<file path="src/rtl/pbc_pkg.sv">
// shared constants for the polling bit-check sequencer
package pbc_pkg;
    localparam int          PBC_DIV_A        = 28;     // base tick divider, variant a
    localparam int          PBC_DIV_B        = 30;     // base tick divider, variant b
    localparam int          PBC_SLEEP_UNIT   = 1024;   // base ticks per sleep unit
    localparam int          PBC_XSLEEP_ON    = 8;      // extension factor when set
    localparam int          PBC_XSLEEP_OFF   = 1;      // extension factor when clear
    localparam logic [4:0]  PBC_SLEEP_MAX    = 5'h1f;  // permanent sleep code
    localparam logic [4:0]  PBC_LIM_MIN_RST  = 5'h0e;  // reset lower limit
    localparam logic [5:0]  PBC_LIM_MAX_RST  = 6'h18;  // reset upper limit
    localparam logic [1:0]  PBC_BR_RST       = 2'h0;   // reset baud range
    localparam logic [1:0]  PBC_NBIT_RST     = 2'h1;   // reset bit-check count code
    localparam logic [4:0]  PBC_SLEEP_RST    = 5'h05;  // reset sleep setting
    localparam int          PBC_STARTUP_TICKS = 64;    // start-up settle, base ticks
    localparam int          PBC_CNT_W        = 6;      // bit-check counter width

    typedef enum logic [2:0] {
        PBC_SLEEP,
        PBC_STARTUP,
        PBC_CHECK,
        PBC_RECEIVE
    } pbc_state_type;
endpackage

</file>
<file path="src/rtl/pbc_tick_if.sv">
// tick signals passed from the divider to the sequencer
`timescale 1ns/1ps
interface pbc_tick_if;
    logic base_tick;   // one pulse per base tick
    logic ext_tick;    // one pulse per extended tick
    modport src (output base_tick, output ext_tick);
    modport dst (input base_tick, input ext_tick);
endinterface

</file>
<file path="src/rtl/pbc_tick_gen.sv">
// base and extended tick divider
`timescale 1ns/1ps
module pbc_tick_gen
    import pbc_pkg::*;
(
    input  wire logic       clk_sys,       // crystal-derived clock
    input  wire logic       rst_n,         // async reset, active low
    input  wire logic       div_sel,       // 0: divide 28, 1: divide 30
    input  wire logic [1:0] baud_range_select, // extended tick scale
    pbc_tick_if.src         tk             // tick outputs
);
    logic [4:0] div_cnt;
    logic [2:0] ext_cnt;
    wire  [4:0] div_last = div_sel ? 5'(PBC_DIV_B - 1) : 5'(PBC_DIV_A - 1);
    wire        wrap     = (div_cnt == div_last);
    // 8, 4, 2 or 1 base ticks per extended tick
    wire  [2:0] ext_last = 3'h7 >> baud_range_select;

    always_ff @(posedge clk_sys or negedge rst_n) begin
        if (!rst_n) begin
            div_cnt <= 5'h00;
        end else begin
            div_cnt <= wrap ? 5'h00 : div_cnt + 5'h01;
        end
    end

    always_ff @(posedge clk_sys or negedge rst_n) begin
        if (!rst_n) begin
            ext_cnt <= 3'h0;
        end else if (wrap) begin
            ext_cnt <= (ext_cnt >= ext_last) ? 3'h0 : ext_cnt + 3'h1;
        end
    end

    assign tk.base_tick = wrap;
    assign tk.ext_tick  = wrap && (ext_cnt >= ext_last);
endmodule

</file>
<file path="src/rtl/pbc_seq.sv">
// polling sequencer: sleep, start-up, bit check, receive
`timescale 1ns/1ps
// How it works
// - base tick is crystal divided by 28/30
// - extended tick is 8,4,2,1 base ticks
// - polling loops sleep, start-up, bit check
// - start-up enables processing and lets it settle
// - no edge evaluation during start-up
// - failed check returns to sleep
// - activity output marks non-sleep states
// - sleep lasts setting times factor times 1024
// - extension factor 8 when bit set
// - maximum sleep setting sleeps forever
// - count code gives 0,6,12,18 passing edges
// - counter counts extended ticks between edges
// - window is min to max minus one
// - edge below minimum fails the check
// - counter reaching maximum fails at once
// - data routed to output after success
// - receive mode held until polling command
// - polling pin low forces wake, keeps settings
module pbc_seq
    import pbc_pkg::*;
#(
    parameter int STARTUP_TICKS = PBC_STARTUP_TICKS  // settle length in base ticks
)(
    input  wire logic       clk_sys,            // 250 MHz system clock
    input  wire logic       rst_n,              // async reset, active low
    input  wire logic       div_sel,            // divider variant: 0 = 28, 1 = 30
    input  wire logic [1:0] baud_range_select,  // extended tick scale
    input  wire logic [4:0] sleep_setting,      // 5-bit sleep word
    input  wire logic       sleep_extend_bit,   // sleep factor 8 when high
    input  wire logic [1:0] bit_check_count,    // 0,3,6,9 bits
    input  wire logic [4:0] lim_min,            // lower window limit
    input  wire logic [5:0] lim_max,            // upper window limit
    input  wire logic       polling_on_n,       // low: force wake-up
    input  wire logic       back_to_polling,    // pulse: leave receive mode
    input  wire logic       dem_data,           // demodulated data, synchronous
    output logic            activity_indicator, // high when awake
    output logic            proc_enable,        // signal processing enable
    output logic            data_out,           // routed data in receive mode
    output logic            data_valid,         // data_out is carrying data
    output logic [5:0]      edge_interval_count // bit-check counter value
);
    pbc_tick_if tk ();

    pbc_tick_gen u_tick (
        .clk_sys           (clk_sys),
        .rst_n             (rst_n),
        .div_sel           (div_sel),
        .baud_range_select (baud_range_select),
        .tk                (tk)
    );

    // ----------------------------------------------------------------
    // state and timers
    // ----------------------------------------------------------------
    pbc_state_type state;
    pbc_state_type next_state;
    logic [17:0]   sleep_cnt;
    logic [17:0]   startup_cnt;
    logic [4:0]    pass_cnt;
    logic          dem_q;

    // ----------------------------------------------------------------
    // decode
    // ----------------------------------------------------------------
    // sleep length in base ticks; up to 31*8*1024 fits 18 bits
    wire [17:0] sleep_len = {3'h0, sleep_setting, 10'h000}
                            << (sleep_extend_bit ? 2'h3 : 2'h0);
    wire        sleep_forever = (sleep_setting == PBC_SLEEP_MAX);
    wire        force_wake    = !polling_on_n;
    wire        sleep_done    = tk.base_tick && (sleep_cnt + 18'h1 >= sleep_len);
    wire        wake          = force_wake || (!sleep_forever && sleep_done);
    wire        startup_done  = tk.base_tick
                                && (startup_cnt == 18'(STARTUP_TICKS - 1));
    // count code n -> 6n passing edges
    // widen both terms first: 6*3 = 18 overflows a 4-bit sum
    wire [4:0]  pass_need     = {1'h0, bit_check_count, 2'h0}
                                + {2'h0, bit_check_count, 1'h0};
    wire        edge_seen     = (dem_data != dem_q);
    wire        in_check      = (state == PBC_CHECK);
    wire        too_short     = edge_seen && (edge_interval_count < {1'h0, lim_min});
    // counter reaching max fails immediately; upper bound is max-1
    wire        too_long      = (edge_interval_count >= lim_max);
    wire        edge_ok       = in_check && edge_seen && !too_short && !too_long;
    wire        check_fail    = in_check && (too_short || too_long);
    wire        check_pass    = edge_ok && (pass_cnt + 5'h01 >= pass_need);

    // ----------------------------------------------------------------
    // next state
    // ----------------------------------------------------------------
    always_comb begin
        next_state = state;
        unique case (state)
            PBC_SLEEP:   if (wake) next_state = PBC_STARTUP;
            PBC_STARTUP: begin
                if (startup_done) begin
                    // zero count skips the edge tests
                    next_state = (pass_need == 5'h00) ? PBC_RECEIVE
                                                      : PBC_CHECK;
                end
            end
            PBC_CHECK: begin
                if (check_fail)      next_state = PBC_SLEEP;
                else if (check_pass) next_state = PBC_RECEIVE;
            end
            PBC_RECEIVE: if (back_to_polling) next_state = PBC_SLEEP;
            default:     next_state = PBC_SLEEP;
        endcase
    end

    always_ff @(posedge clk_sys or negedge rst_n) begin
        if (!rst_n) state <= PBC_SLEEP;
        else        state <= next_state;
    end

    // ----------------------------------------------------------------
    // timers
    // ----------------------------------------------------------------
    always_ff @(posedge clk_sys or negedge rst_n) begin
        if (!rst_n) begin
            sleep_cnt <= 18'h0;
        end else if (state != PBC_SLEEP) begin
            sleep_cnt <= 18'h0;
        end else if (tk.base_tick && !sleep_done) begin
            sleep_cnt <= sleep_cnt + 18'h1;
        end
    end

    always_ff @(posedge clk_sys or negedge rst_n) begin
        if (!rst_n) begin
            startup_cnt <= 18'h0;
        end else if (state != PBC_STARTUP) begin
            startup_cnt <= 18'h0;
        end else if (tk.base_tick) begin
            startup_cnt <= startup_cnt + 18'h1;
        end
    end

    // ----------------------------------------------------------------
    // bit-check counter and pass count
    // ----------------------------------------------------------------
    always_ff @(posedge clk_sys or negedge rst_n) begin
        if (!rst_n) begin
            dem_q <= 1'b0;
        end else begin
            dem_q <= dem_data;
        end
    end

    always_ff @(posedge clk_sys or negedge rst_n) begin
        if (!rst_n) begin
            edge_interval_count <= 6'h00;
        end else if (!in_check || edge_ok) begin
            edge_interval_count <= 6'h00;
        end else if (tk.ext_tick && edge_interval_count != 6'h3f) begin
            edge_interval_count <= edge_interval_count + 6'h01;
        end
    end

    always_ff @(posedge clk_sys or negedge rst_n) begin
        if (!rst_n)        pass_cnt <= 5'h00;
        else if (!in_check) pass_cnt <= 5'h00;
        else if (edge_ok)   pass_cnt <= pass_cnt + 5'h01;
    end

    // ----------------------------------------------------------------
    // outputs
    // ----------------------------------------------------------------
    // data hidden until receive mode so noise never reaches the host
    always_ff @(posedge clk_sys or negedge rst_n) begin
        if (!rst_n) begin
            activity_indicator <= 1'b0;
            proc_enable        <= 1'b0;
            data_out           <= 1'b1;
            data_valid         <= 1'b0;
        end else begin
            activity_indicator <= (next_state != PBC_SLEEP);
            proc_enable        <= (next_state != PBC_SLEEP);
            data_valid         <= (next_state == PBC_RECEIVE);
            data_out           <= (next_state == PBC_RECEIVE) ? dem_data : 1'b1;
        end
    end
endmodule

</file>
<file path="config.mk">
export PLATFORM = sky130hd
export DESIGN_NAME = pbc_seq
export DESIGN_NICKNAME = d
export VERILOG_FILES = /design/src/rtl/pbc_pkg.sv /design/src/rtl/pbc_tick_if.sv /design/src/rtl/pbc_tick_gen.sv /design/src/rtl/pbc_seq.sv
export SDC_FILE = /design/constraint.sdc
export NUM_CORES = 1
export LEC_CHECK = 0
export BUFFER_PORTS_ARGS = -buffer_cell sky130_fd_sc_hd__buf_2
export CELL_PAD_IN_SITES_DETAIL_PLACEMENT = 2
export CELL_PAD_IN_SITES_GLOBAL_PLACEMENT = 2
export CORE_MARGIN = 2
export CORE_UTILIZATION = 41
export CTS_CLUSTER_DIAMETER = 50
export CTS_CLUSTER_SIZE = 24
export DETAILED_ROUTE_END_ITERATION = 8
export MAX_ROUTING_LAYER = met4
export PLACE_DENSITY_LB_ADDON = 0.12
export SLEW_MARGIN = 15
export SYNTH_ARGS = -nofsm -noshare
export SYNTH_HDL_FRONTEND = slang
export SYNTH_SLANG_ARGS = --single-unit
</file>
<file path="constraint.sdc">
create_clock -name clk_sys -period 5.15 [get_ports clk_sys]
set_input_delay 0.7725 -clock clk_sys [delete_from_list [all_inputs] [get_ports clk_sys]]
set_output_delay 0.7725 -clock clk_sys [all_outputs]
set_load 0.05 [all_outputs]
</file>
Word level (Yosys, flattened, before mapping)

Cells that the tools add are included.

Equality and inequality tests: 11
$lt $le $gt $ge: 5
$add $sub $neg: 7
Reduce and logical (&&, ||, !) cells: 28
Shift-type cells: 2
Mux-type cells: 20

Operators with widths:

| cell                  | count |
|---|---|
| $mux 18               | 4 |
| $add 18x1->18 const B | 2 |
| $mux 3                | 7 |
| $eq 18x6->1 const B   | 1 |
| $ge 18x18->1          | 1 |
| $shl 15x2->18         | 1 |
| $mux 5                | 3 |
| $logic_and 1x1->1     | 12 |
| $mux 6                | 2 |
| $pmux 3 s4            | 1 |
| $add 5x1->5 const B   | 2 |
| $eq 3x2->1 const B    | 3 |
| $add 6x1->6 const B   | 1 |
| $ge 6x6->1            | 1 |
| $logic_not 1->1       | 6 |
| $lt 6x5->1            | 1 |
| $ne 6x6->1 const B    | 1 |
| $reduce_bool 2->1     | 3 |
| $reduce_bool 3->1     | 2 |
| $add 4x3->5           | 1 |
| $eq 5x5->1            | 1 |
| $eq 5x5->1 const B    | 1 |
| $ge 5x5->1            | 1 |
| $logic_not 5->1       | 1 |
| 11 further kinds      | 14 |

Input port bits: 27
Bits in registers: 62
Output and inout port bits: 10

Logic depth before layout (Yosys ltp)

Gate-level depths: netlist (run 1).

Depth after elaboration: 11
Gate-level depth with buffers: 12
Depth with buffers taken out: 11

Cells and area by module

From an unflattened synthesis (run 1), not the netlist that was laid out.

Cell total of the unflattened synthesis: 426
Area, all modules: 3928.8 um2

Modules (own cells, without submodules):

| module       | seq. area each (um2) | cells each | area an instance (um2) | times used |
|---|---|---|---|---|
| pbc_seq      | 1352.5               | 382        | 3454.6                 | 1 |
| pbc_tick_gen | 200.2                | 44         | 474.2                  | 1 |

Worst setup path before layout (run 1)

No wires, ideal clock.

Path type: reg-to-reg
From: register sleep_cnt[0]
To: register sleep_cnt[0]
Setup time: 78 ps
Path buffers: 1
Setup slack: 2044 ps
Arrival time: 3028 ps
Clock period less this slack: 3106 ps
Cell stages (with the launch flop): 13
Path through: dfrtp_1 -> ha_1 -> nand2_1 -> nor4_1 -> nand3_1 -> xnor2_1 -> ha_1 -> o21a_1 -> o211ai_1 -> a31oi_1 -> clkbuf_1 -> or4_1 -> a21oi_1

Word-level cells in the longest chain between the ends: 6
Elaborated cells between the ends (all ways): 8

RTL lines:

| element                            | RTL line                      | text |
|---|---|---|
| start, declared                    | pbc_seq.sv:60                 | `logic [17:0] sleep_cnt;` |
| start signal, assigned             | pbc_seq.sv:127                | `sleep_cnt <= sleep_cnt + 18'h1;` |
| $add 18x1->18 (*)                  | pbc_seq.sv:73, pbc_seq.sv:127 |  |
| $ge 18x18->1                       | pbc_seq.sv:73                 | `wire sleep_done = tk.base_tick && (sleep_cnt + 18'h1 >= sleep_len);` |
| $logic_and 1x1->1                  | pbc_seq.sv:73                 |  |
| $logic_not 1->1                    | pbc_seq.sv:126                | `end else if (tk.base_tick && !sleep_done) begin` |
| $logic_and 1x1->1                  | pbc_seq.sv:126                |  |
| $reduce_bool 2->1 (no source line) | -                             |  |

Every way passes the cells marked *; elsewhere a longest branch is shown, timed or not. The select of a mux whose other input is x is not followed.
A chain may end at the register's enable or synchronous reset.

Final worst setup path (run 1)

From: register sleep_cnt[0]
To: register sleep_cnt[1]

Same word-level chain as after synthesis.

==> results of run 1 <==
-- registers in the layout (all words and copies together), names as in the netlist --
register             cells
dem_q                    1
pass_cnt                 5
proc_enable              1
edge_interval_count      6
sleep_cnt               18
state                    3
u_tick.ext_cnt           3
startup_cnt             18
u_tick.div_cnt           5
data_out                 1
data_valid               1
-- metrics by stage --
| step | power (mW) | util | setup slack [ns] | cell area [sq um] | cells |
|---|---|---|---|---|---|
| finish | 1.25 | 0.470 | 1.44 | 4580 | 613 |
| global route | 1.32 | 0.470 | 1.21 | 4580 | 613 |
| CTS | 1.26 | 0.470 | 1.44 | 4580 | 613 |
| detailed placement | 0.817 | 0.450 | 1.52 | 4380 | 597 |
| global placement | 0.798 | 0.450 | 1.66 | 4380 | 597 |
| floorplan | 0.743 | - | 2.04 | 4080 | 443 |
-- worst register-to-register path: stages, from the launching register on --
cell and delay (ns):
dfrtp_1 0.42, ha_1 0.22, nand2_1 0.10, nor4_1 0.70, nand3_1 0.23, xnor2_1 0.18, ha_1 0.30, o21a_1 0.18
o211ai_1 0.16, a31oi_1 0.06, buf_4 0.22, or4b_2 0.70, a21oi_1 0.16
-- layer usage --
layer	routed length [microns]	GRT usage
met3	179	0.0396
met2	5690	0.379
met4	106	0.0473
met1	4860	0.259
met5	0	-
-- area by class of cell --
| type | instances | share of cell area |
|---|---|---|
| Inverter | 25 | 0.0205 |
| Clock inverter | 7 | 0.0161 |
| Timing Repair Buffer | 39 | 0.0443 |
| Sequential cell | 62 | 0.339 |
| Clock buffer | 9 | 0.0271 |
| Tap cell | 133 | 0.0364 |
| Multi-Input combinational cell | 338 | 0.516 |
-- placed cells by master (no fill, tap or decap), drive strengths merged, types with 20 or more instances in the layout --
master	instances
dfrtp	61
nand2	48
buf	39
ha	35
nor2	27
inv	26
xnor2	23
mux2i	22
nand3	21
nor4	20
nand2b	20
-- where the power goes --
| group | switching [mW] | leakage [nW] | internal [mW] | total, mW |
|---|---|---|---|---|
| clock network | 0.218 | 0.0879 | 0.224 | 0.442 |
| registers | 0.0321 | 0.839 | 0.519 | 0.551 |
| logic | 0.163 | 1.12 | 0.0932 | 0.257 |
-- cells by family after synthesis --
logic type | Yosys count
AND/OR/NAND/NOR | 191
buffers and inverters | 43
adder cells (fa/ha/maj) | 35
AO/OA/AOI/OAI | 56
XOR/XNOR | 33
other | 1
flip-flops | 62
multiplexers | 22
-- how the worst max path moves through the flow --
| stage | start | to | slack [ns] | cells past startpoint |
|---|---|---|---|---|
| 6_report | sleep_cnt[0]$_DFFE_PN0P_ | sleep_cnt[1]$_DFFE_PN0P_ | 1.44 | 12 |
| 5_1_grt | sleep_cnt[0]$_DFFE_PN0P_ | sleep_cnt[1]$_DFFE_PN0P_ | 1.21 | 12 |
| 4_1_cts | sleep_cnt[0]$_DFFE_PN0P_ | sleep_cnt[1]$_DFFE_PN0P_ | 1.44 | 12 |
| 3_5_place_dp | sleep_cnt[0]$_DFFE_PN0P_ | sleep_cnt[1]$_DFFE_PN0P_ | 1.52 | 12 |
| 3_3_place_gp | sleep_cnt[0]$_DFFE_PN0P_ | sleep_cnt[1]$_DFFE_PN0P_ | 1.66 | 12 |
| 2_1_floorplan | sleep_cnt[0]$_DFFE_PN0P_ | sleep_cnt[0]$_DFFE_PN0P_ | 2.04 | 12 |
==> results.tsv, run 1 <==
stage	metric	value	unit
worst_setup_path	r2r_end	sleep_cnt[1]$_DFFE_PN0P_	
run_status	status	finished, final reports clean	
clock_network	cts_root_buf	clkbuf_8	
timing	finalSetupTns	0	ns
min_path	min_path_type	flip-flop to flip-flop	
worst_setup_path	arrival	3.97	ns
routing	drc	0	
routing	viasPerCell	5.52	
logic_synthesis	yosysWarnings	0	
logic_synthesis	yosys.area.top_type	dfrtp_1	
logic_synthesis	synth_cell_types	50	
finish	seqCellArea	1550	sq um
clock_network	post_cts_buffers	0	
finish	area_growth	12.1	%
logic_synthesis	synth_ff_type	dfrtp_1	
worst_setup_path	crit_buf_inv	1	
clock_network	post_cts_resize_count	0	
worst_setup_path	timing.rr.start	sleep_cnt[0]$_DFFE_PN0P_	
finish	drive_gt1_frac	0.135	
flow_run	maxCapViolCount	0	
logic_synthesis	synthMuxAreaShare	0.0539	
die	start_util	0.420	
worst_setup_path	startpoint_type	flip-flop	
logic_synthesis	yosys-top-cells-count	61 x dfrtp_1, 48 x nand2_1, 35 x ha_1, 27 x nor2_1, 25 x inv_1	
die	core-area	9730	sq um
clock_network	cts_made_buffers	9	
worst_setup_path	reg2reg_depth	12	
min_path	holdPathEnd	u_tick.div_cnt[0]$_DFF_PN0_	
finish	fillerInstances	1093	
timing	fin_worst_hold_slack	0.493	ns
pwr	irDropWorstVdd	109	uV
clock_network	clk_pin_slew_worst_paths	0.09	ns
min_path	whs_path_depth	1	
placement	hpwl	7710	microns
min_path	hold_start	u_tick.div_cnt[0]$_DFF_PN0_	
grt	grt_overflow	0	
worst_setup_path	regToRegSetupSlack	1.44	ns
logic_synthesis	synth-seq-area-share	0.380	
timing	slew_headroom	0.453	
pwr	leakage	2.05	nW
worst_setup_path	crit_top_cell	ha_1	
logic_synthesis	synth-seq-cells	62	
logic_synthesis	syn-num-nets	505	
worst_setup_path	cp_max_fo	21	
clock_network	clock_latency	0.34	ns
clock_network	clock_sinks	62	
grt	grt_pass1_vias	3747	
timing	maxSlewViolCount	0	
worst_setup_path	cpMaxStageDelayCell	nor4_1	
clock_network	cts_hold_buffers	0	
timing	fin_crit	3.71	ns
logic_synthesis	synth-adder-area-share	0.107	
clock_network	tritoncts	built	
pwr	power.density	273	nW/um^2
logic_synthesis	synth-compound-area-share	0.0965	
logic_synthesis	synth-simple-area-share	0.248	
timing	worst_pin_slew	0.820	ns
routing	dr.first_iter.drc_count	118	
worst_setup_path	crit_type	flip-flop to flip-flop	
die	die_x	104	microns
grt	grtUsageTotal	0.216	
die	die_area	10800	sq um
grt	antenna_found_initial	0	
timing	final.setup_skew	0.0133	ns
logic_synthesis	syn_area	4080	sq um
die	io_pins	37	
logic_synthesis	synth.top_cell.area_share	0.374	
logic_synthesis	synth_xor_area_frac	0.0708	
routing	vias	3385	
timing	hold_viol	0	
clock_network	cts-htree-levels	3	
logic_synthesis	async_reset_ff_frac	1.00	
timing	setup_viol	0	
timing	fin_crit_sh	0.720	
worst_setup_path	critPathMaxStageDelay	0.70	ns
routing	dr.pass1.iters	4	
logic_synthesis	synth_top_family_by_area	simple AND/OR/NAND/NOR gates	
finish	antenna_cells	0	
routing	totalWireLength	10800	microns
logic_synthesis	netlist_instances	443	
routing	ant_nets	0	
die	std_cell_rows	36	
logic_synthesis	synth-edff-count	0	
placement	place.gp.congestion	0.788	
routing	route.detailed.wl_per_inst	17.7	microns
timing	max_freq	0.270	GHz
worst_setup_path	cp.required	5.41	ns
grt	grt_max_degree	63	
logic_synthesis	yosysMostFrequentCell	dfrtp_1	
clock_network	cts_buffer_depth	2	
placement	portBuffers	36	
timing	rsz0062_at_grt	no	
die	die_h	104	microns
finish	multiInputGateArea	2360	sq um
finish	nNetsFinal	537	
worst_setup_path	crit_chain	ha_1 -> nand2_1 -> nor4_1 -> nand3_1 -> xnor2_1 -> ha_1 -> o21a_1 -> o211ai_1 -> a31oi_1 -> buf_4 -> or4b_2 -> a21oi_1	
worst_setup_path	crit_family	simple AND/OR/NAND/NOR gates	
grt	grt_pass1_wl	18500	microns
logic_synthesis	synth_area_leaders	dfrtp_1 37%, ha_1 11%, mux2i_1 5.4%	
logic_synthesis	syn_avg_cell_area	9.22	sq um
worst_setup_path	cp-end-kind	flip-flop	
Power figures use the tool's default switching activity.
==> inputs of run 2 (changes only) <==
--- a/config.mk
+++ b/config.mk
@@ -9,7 +9,7 @@
 export CELL_PAD_IN_SITES_DETAIL_PLACEMENT = 2
 export CELL_PAD_IN_SITES_GLOBAL_PLACEMENT = 2
 export CORE_MARGIN = 2
-export CORE_UTILIZATION = 41
+export CORE_UTILIZATION = 38
 export CTS_CLUSTER_DIAMETER = 50
 export CTS_CLUSTER_SIZE = 24
 export DETAILED_ROUTE_END_ITERATION = 8
==> constraint.sdc (replaced) <==
create_clock -name clk_sys -period 3.7 [get_ports clk_sys]
set_input_delay 0.555 -clock clk_sys [delete_from_list [all_inputs] [get_ports clk_sys]]
set_output_delay 0.555 -clock clk_sys [all_outputs]
set_load 0.05 [all_outputs]
==> results.tsv, run 2 (synthesized netlist as in run 1, its figures left out) <==
stage	metric	value	unit
placement	portBuffers	36	
die	core-area	10400	sq um
worst_setup_path	reg2reg_depth	12	
clock_network	cts-htree-levels	3	
run_status	status	finished, final reports clean	
worst_setup_path	startpoint_type	flip-flop	
finish	nNetsFinal	541	
routing	vias	3391	
timing	fin_worst_hold_slack	0.318	ns
pwr	power.density	375	nW/um^2
finish	antenna_cells	0	
timing	finalSetupTns	0	ns
worst_setup_path	cp_max_fo	13	
timing	setup_viol	0	
pwr	power.total	1.73	mW
grt	grt_max_degree	39	
finish	drive_gt1_frac	0.147	
timing	hold_viol	0	
die	die_area	11600	sq um
routing	totalWireLength	10900	microns
grt	grt_pass1_wl	18400	microns
die	die_h	108	microns
routing	route.detailed.wl_per_inst	17.7	microns
placement	place.gp.congestion	0.770	
timing	fin_crit_sh	0.902	
grt	antenna_found_initial	0	
min_path	min_path_type	primary input to async pin	
timing	final.setup_skew	0.00996	ns
worst_setup_path	startpoint	sleep_cnt[1]$_DFFE_PN0P_	
routing	drc	0	
clock_network	clk_pin_slew_worst_paths	0.08	ns
die	std_cell_rows	37	
worst_setup_path	cp.required	3.99	ns
worst_setup_path	arrival	3.62	ns
finish	area_growth	13.3	%
clock_network	cts_buffer_depth	2	
grt	grtUsageTotal	0.210	
grt	grt_pass1_vias	3723	
timing	max_freq	0.300	GHz
worst_setup_path	crit_type	flip-flop to flip-flop	
die	die_x	108	microns
routing	wl_met3	176	microns
timing	rsz0062_at_grt	no	
placement	hpwl	7840	microns
timing	fin_crit	3.34	ns
clock_network	tritoncts	built	
timing	maxSlewViolCount	0	
routing	dr.first_iter.drc_count	79	
finish	fillerInstances	1148	
routing	topRoutingLayerUsed	met4	
clock_network	cts_made_buffers	9	
routing	viasPerCell	5.48	
routing	ant_nets	0	
timing	slew_headroom	0.417	
clock_network	cts_root_buf	clkbuf_8	
clock_network	clock_latency	0.36	ns
clock_network	cts_hold_buffers	0	
worst_setup_path	regToRegSetupSlack	0.36	ns
pwr	leakage	2.08	nW
worst_setup_path	r2r_end	sleep_cnt[14]$_DFFE_PN0P_	
clock_network	clock_sinks	62	
routing	dr.pass1.iters	4	
routing	wl_met2	5770	microns
worst_setup_path	cp-end-kind	flip-flop	
finish	layout_commonest_cell	dfrtp_1	
placement	postPlaceCellArea	4410	sq um
finish	mostFrequentLayoutCells	61 x dfrtp_1, 48 x nand2_1, 36 x buf_2, 35 x ha_1, 27 x nor2_1	
worst_setup_path	timing.rr.start	sleep_cnt[1]$_DFFE_PN0P_	
die	start_util	0.394	
finish	top_regs	sleep_cnt x18, startup_cnt x18, edge_interval_count x6	
die	io_pins	37	
grt	grt_overflow	0	
finish	final_area	4630	sq um
pwr	irDropWorstVdd	158	uV
flow_run	maxCapViolCount	0	
timing	worst_pin_slew	0.874	ns
routing	wl_met1	4830	microns
worst_setup_path	critical_path.endpoint	sleep_cnt[14]$_DFFE_PN0P_	
## run 2: final cells by class
class | instances | area (sq um) | share of cell area
Timing Repair Buffer | 43 | 233 | 0.0503
Clock inverter | 5 | 50.0 | 0.0108
Clock buffer | 10 | 138 | 0.0297
Multi-Input combinational cell | 338 | 2390 | 0.516
Tap cell | 136 | 170 | 0.0368
Sequential cell | 62 | 1550 | 0.336
Inverter | 25 | 93.8 | 0.0203
## run 2: worst max-delay path, stage by stage, from the launching register on
cell	delay, ns
dfrtp_1	0.40
ha_1	0.21
nand2_1	0.11
nor4_2	0.36
buf_4	0.20
xor2_1	0.17
ha_1	0.25
o21a_1	0.16
o211ai_1	0.25
a31oi_4	0.24
buf_4	0.24
nor4_1	0.44
mux2i_1	0.23
## run 2: worst min-delay path by stage
stage	slack, ns	startpoint	endpoint	cells after the start
after detailed placement	0.47	u_tick.div_cnt[0]$_DFF_PN0_	u_tick.div_cnt[0]$_DFF_PN0_	1
after floorplan	0.26	rst_n	data_valid$_DFF_PN0_	0
after global placement	0.46	u_tick.div_cnt[0]$_DFF_PN0_	u_tick.div_cnt[0]$_DFF_PN0_	1
final	0.32	rst_n	sleep_cnt[6]$_DFFE_PN0P_	1
after CTS	0.33	rst_n	sleep_cnt[7]$_DFFE_PN0P_	1
after global routing	0.35	dem_data	dem_q$_DFF_PN0_	1
## run 2: routing by layer
| layer | up-vias | GRT usage |
|---|---|---|
| met2 | 16 | 0.366 |
| met5 | - | - |
| met1 | 1736 | 0.247 |
| met4 | 0 | 0.0577 |
| met3 | 12 | 0.0430 |
| li1 | 1627 | - |
## run 2: what timing repair did
action                     4_1_cts  5_1_grt
buffers inserted                 0        0
setup endpoints to repair        1        9
gates resized for setup          1        3
## run 2: stage by stage
step / std cells / util / setup slack [ns]
final: 619 / 0.446 / 0.362
after global routing: 619 / 0.446 / 0.0899
after CTS: 619 / 0.444 / 0.179
after detailed placement: 604 / 0.426 / -0.0254
after global placement: 604 / 0.426 / 0.114
after floorplan: 443 / - / 0.594
## run 2: power breakdown
group          internal (mW)  switching (mW)  leakage (nW)
sequential             0.722          0.0455         0.839
clock                  0.321           0.286         0.102
combinational          0.134           0.226          1.14
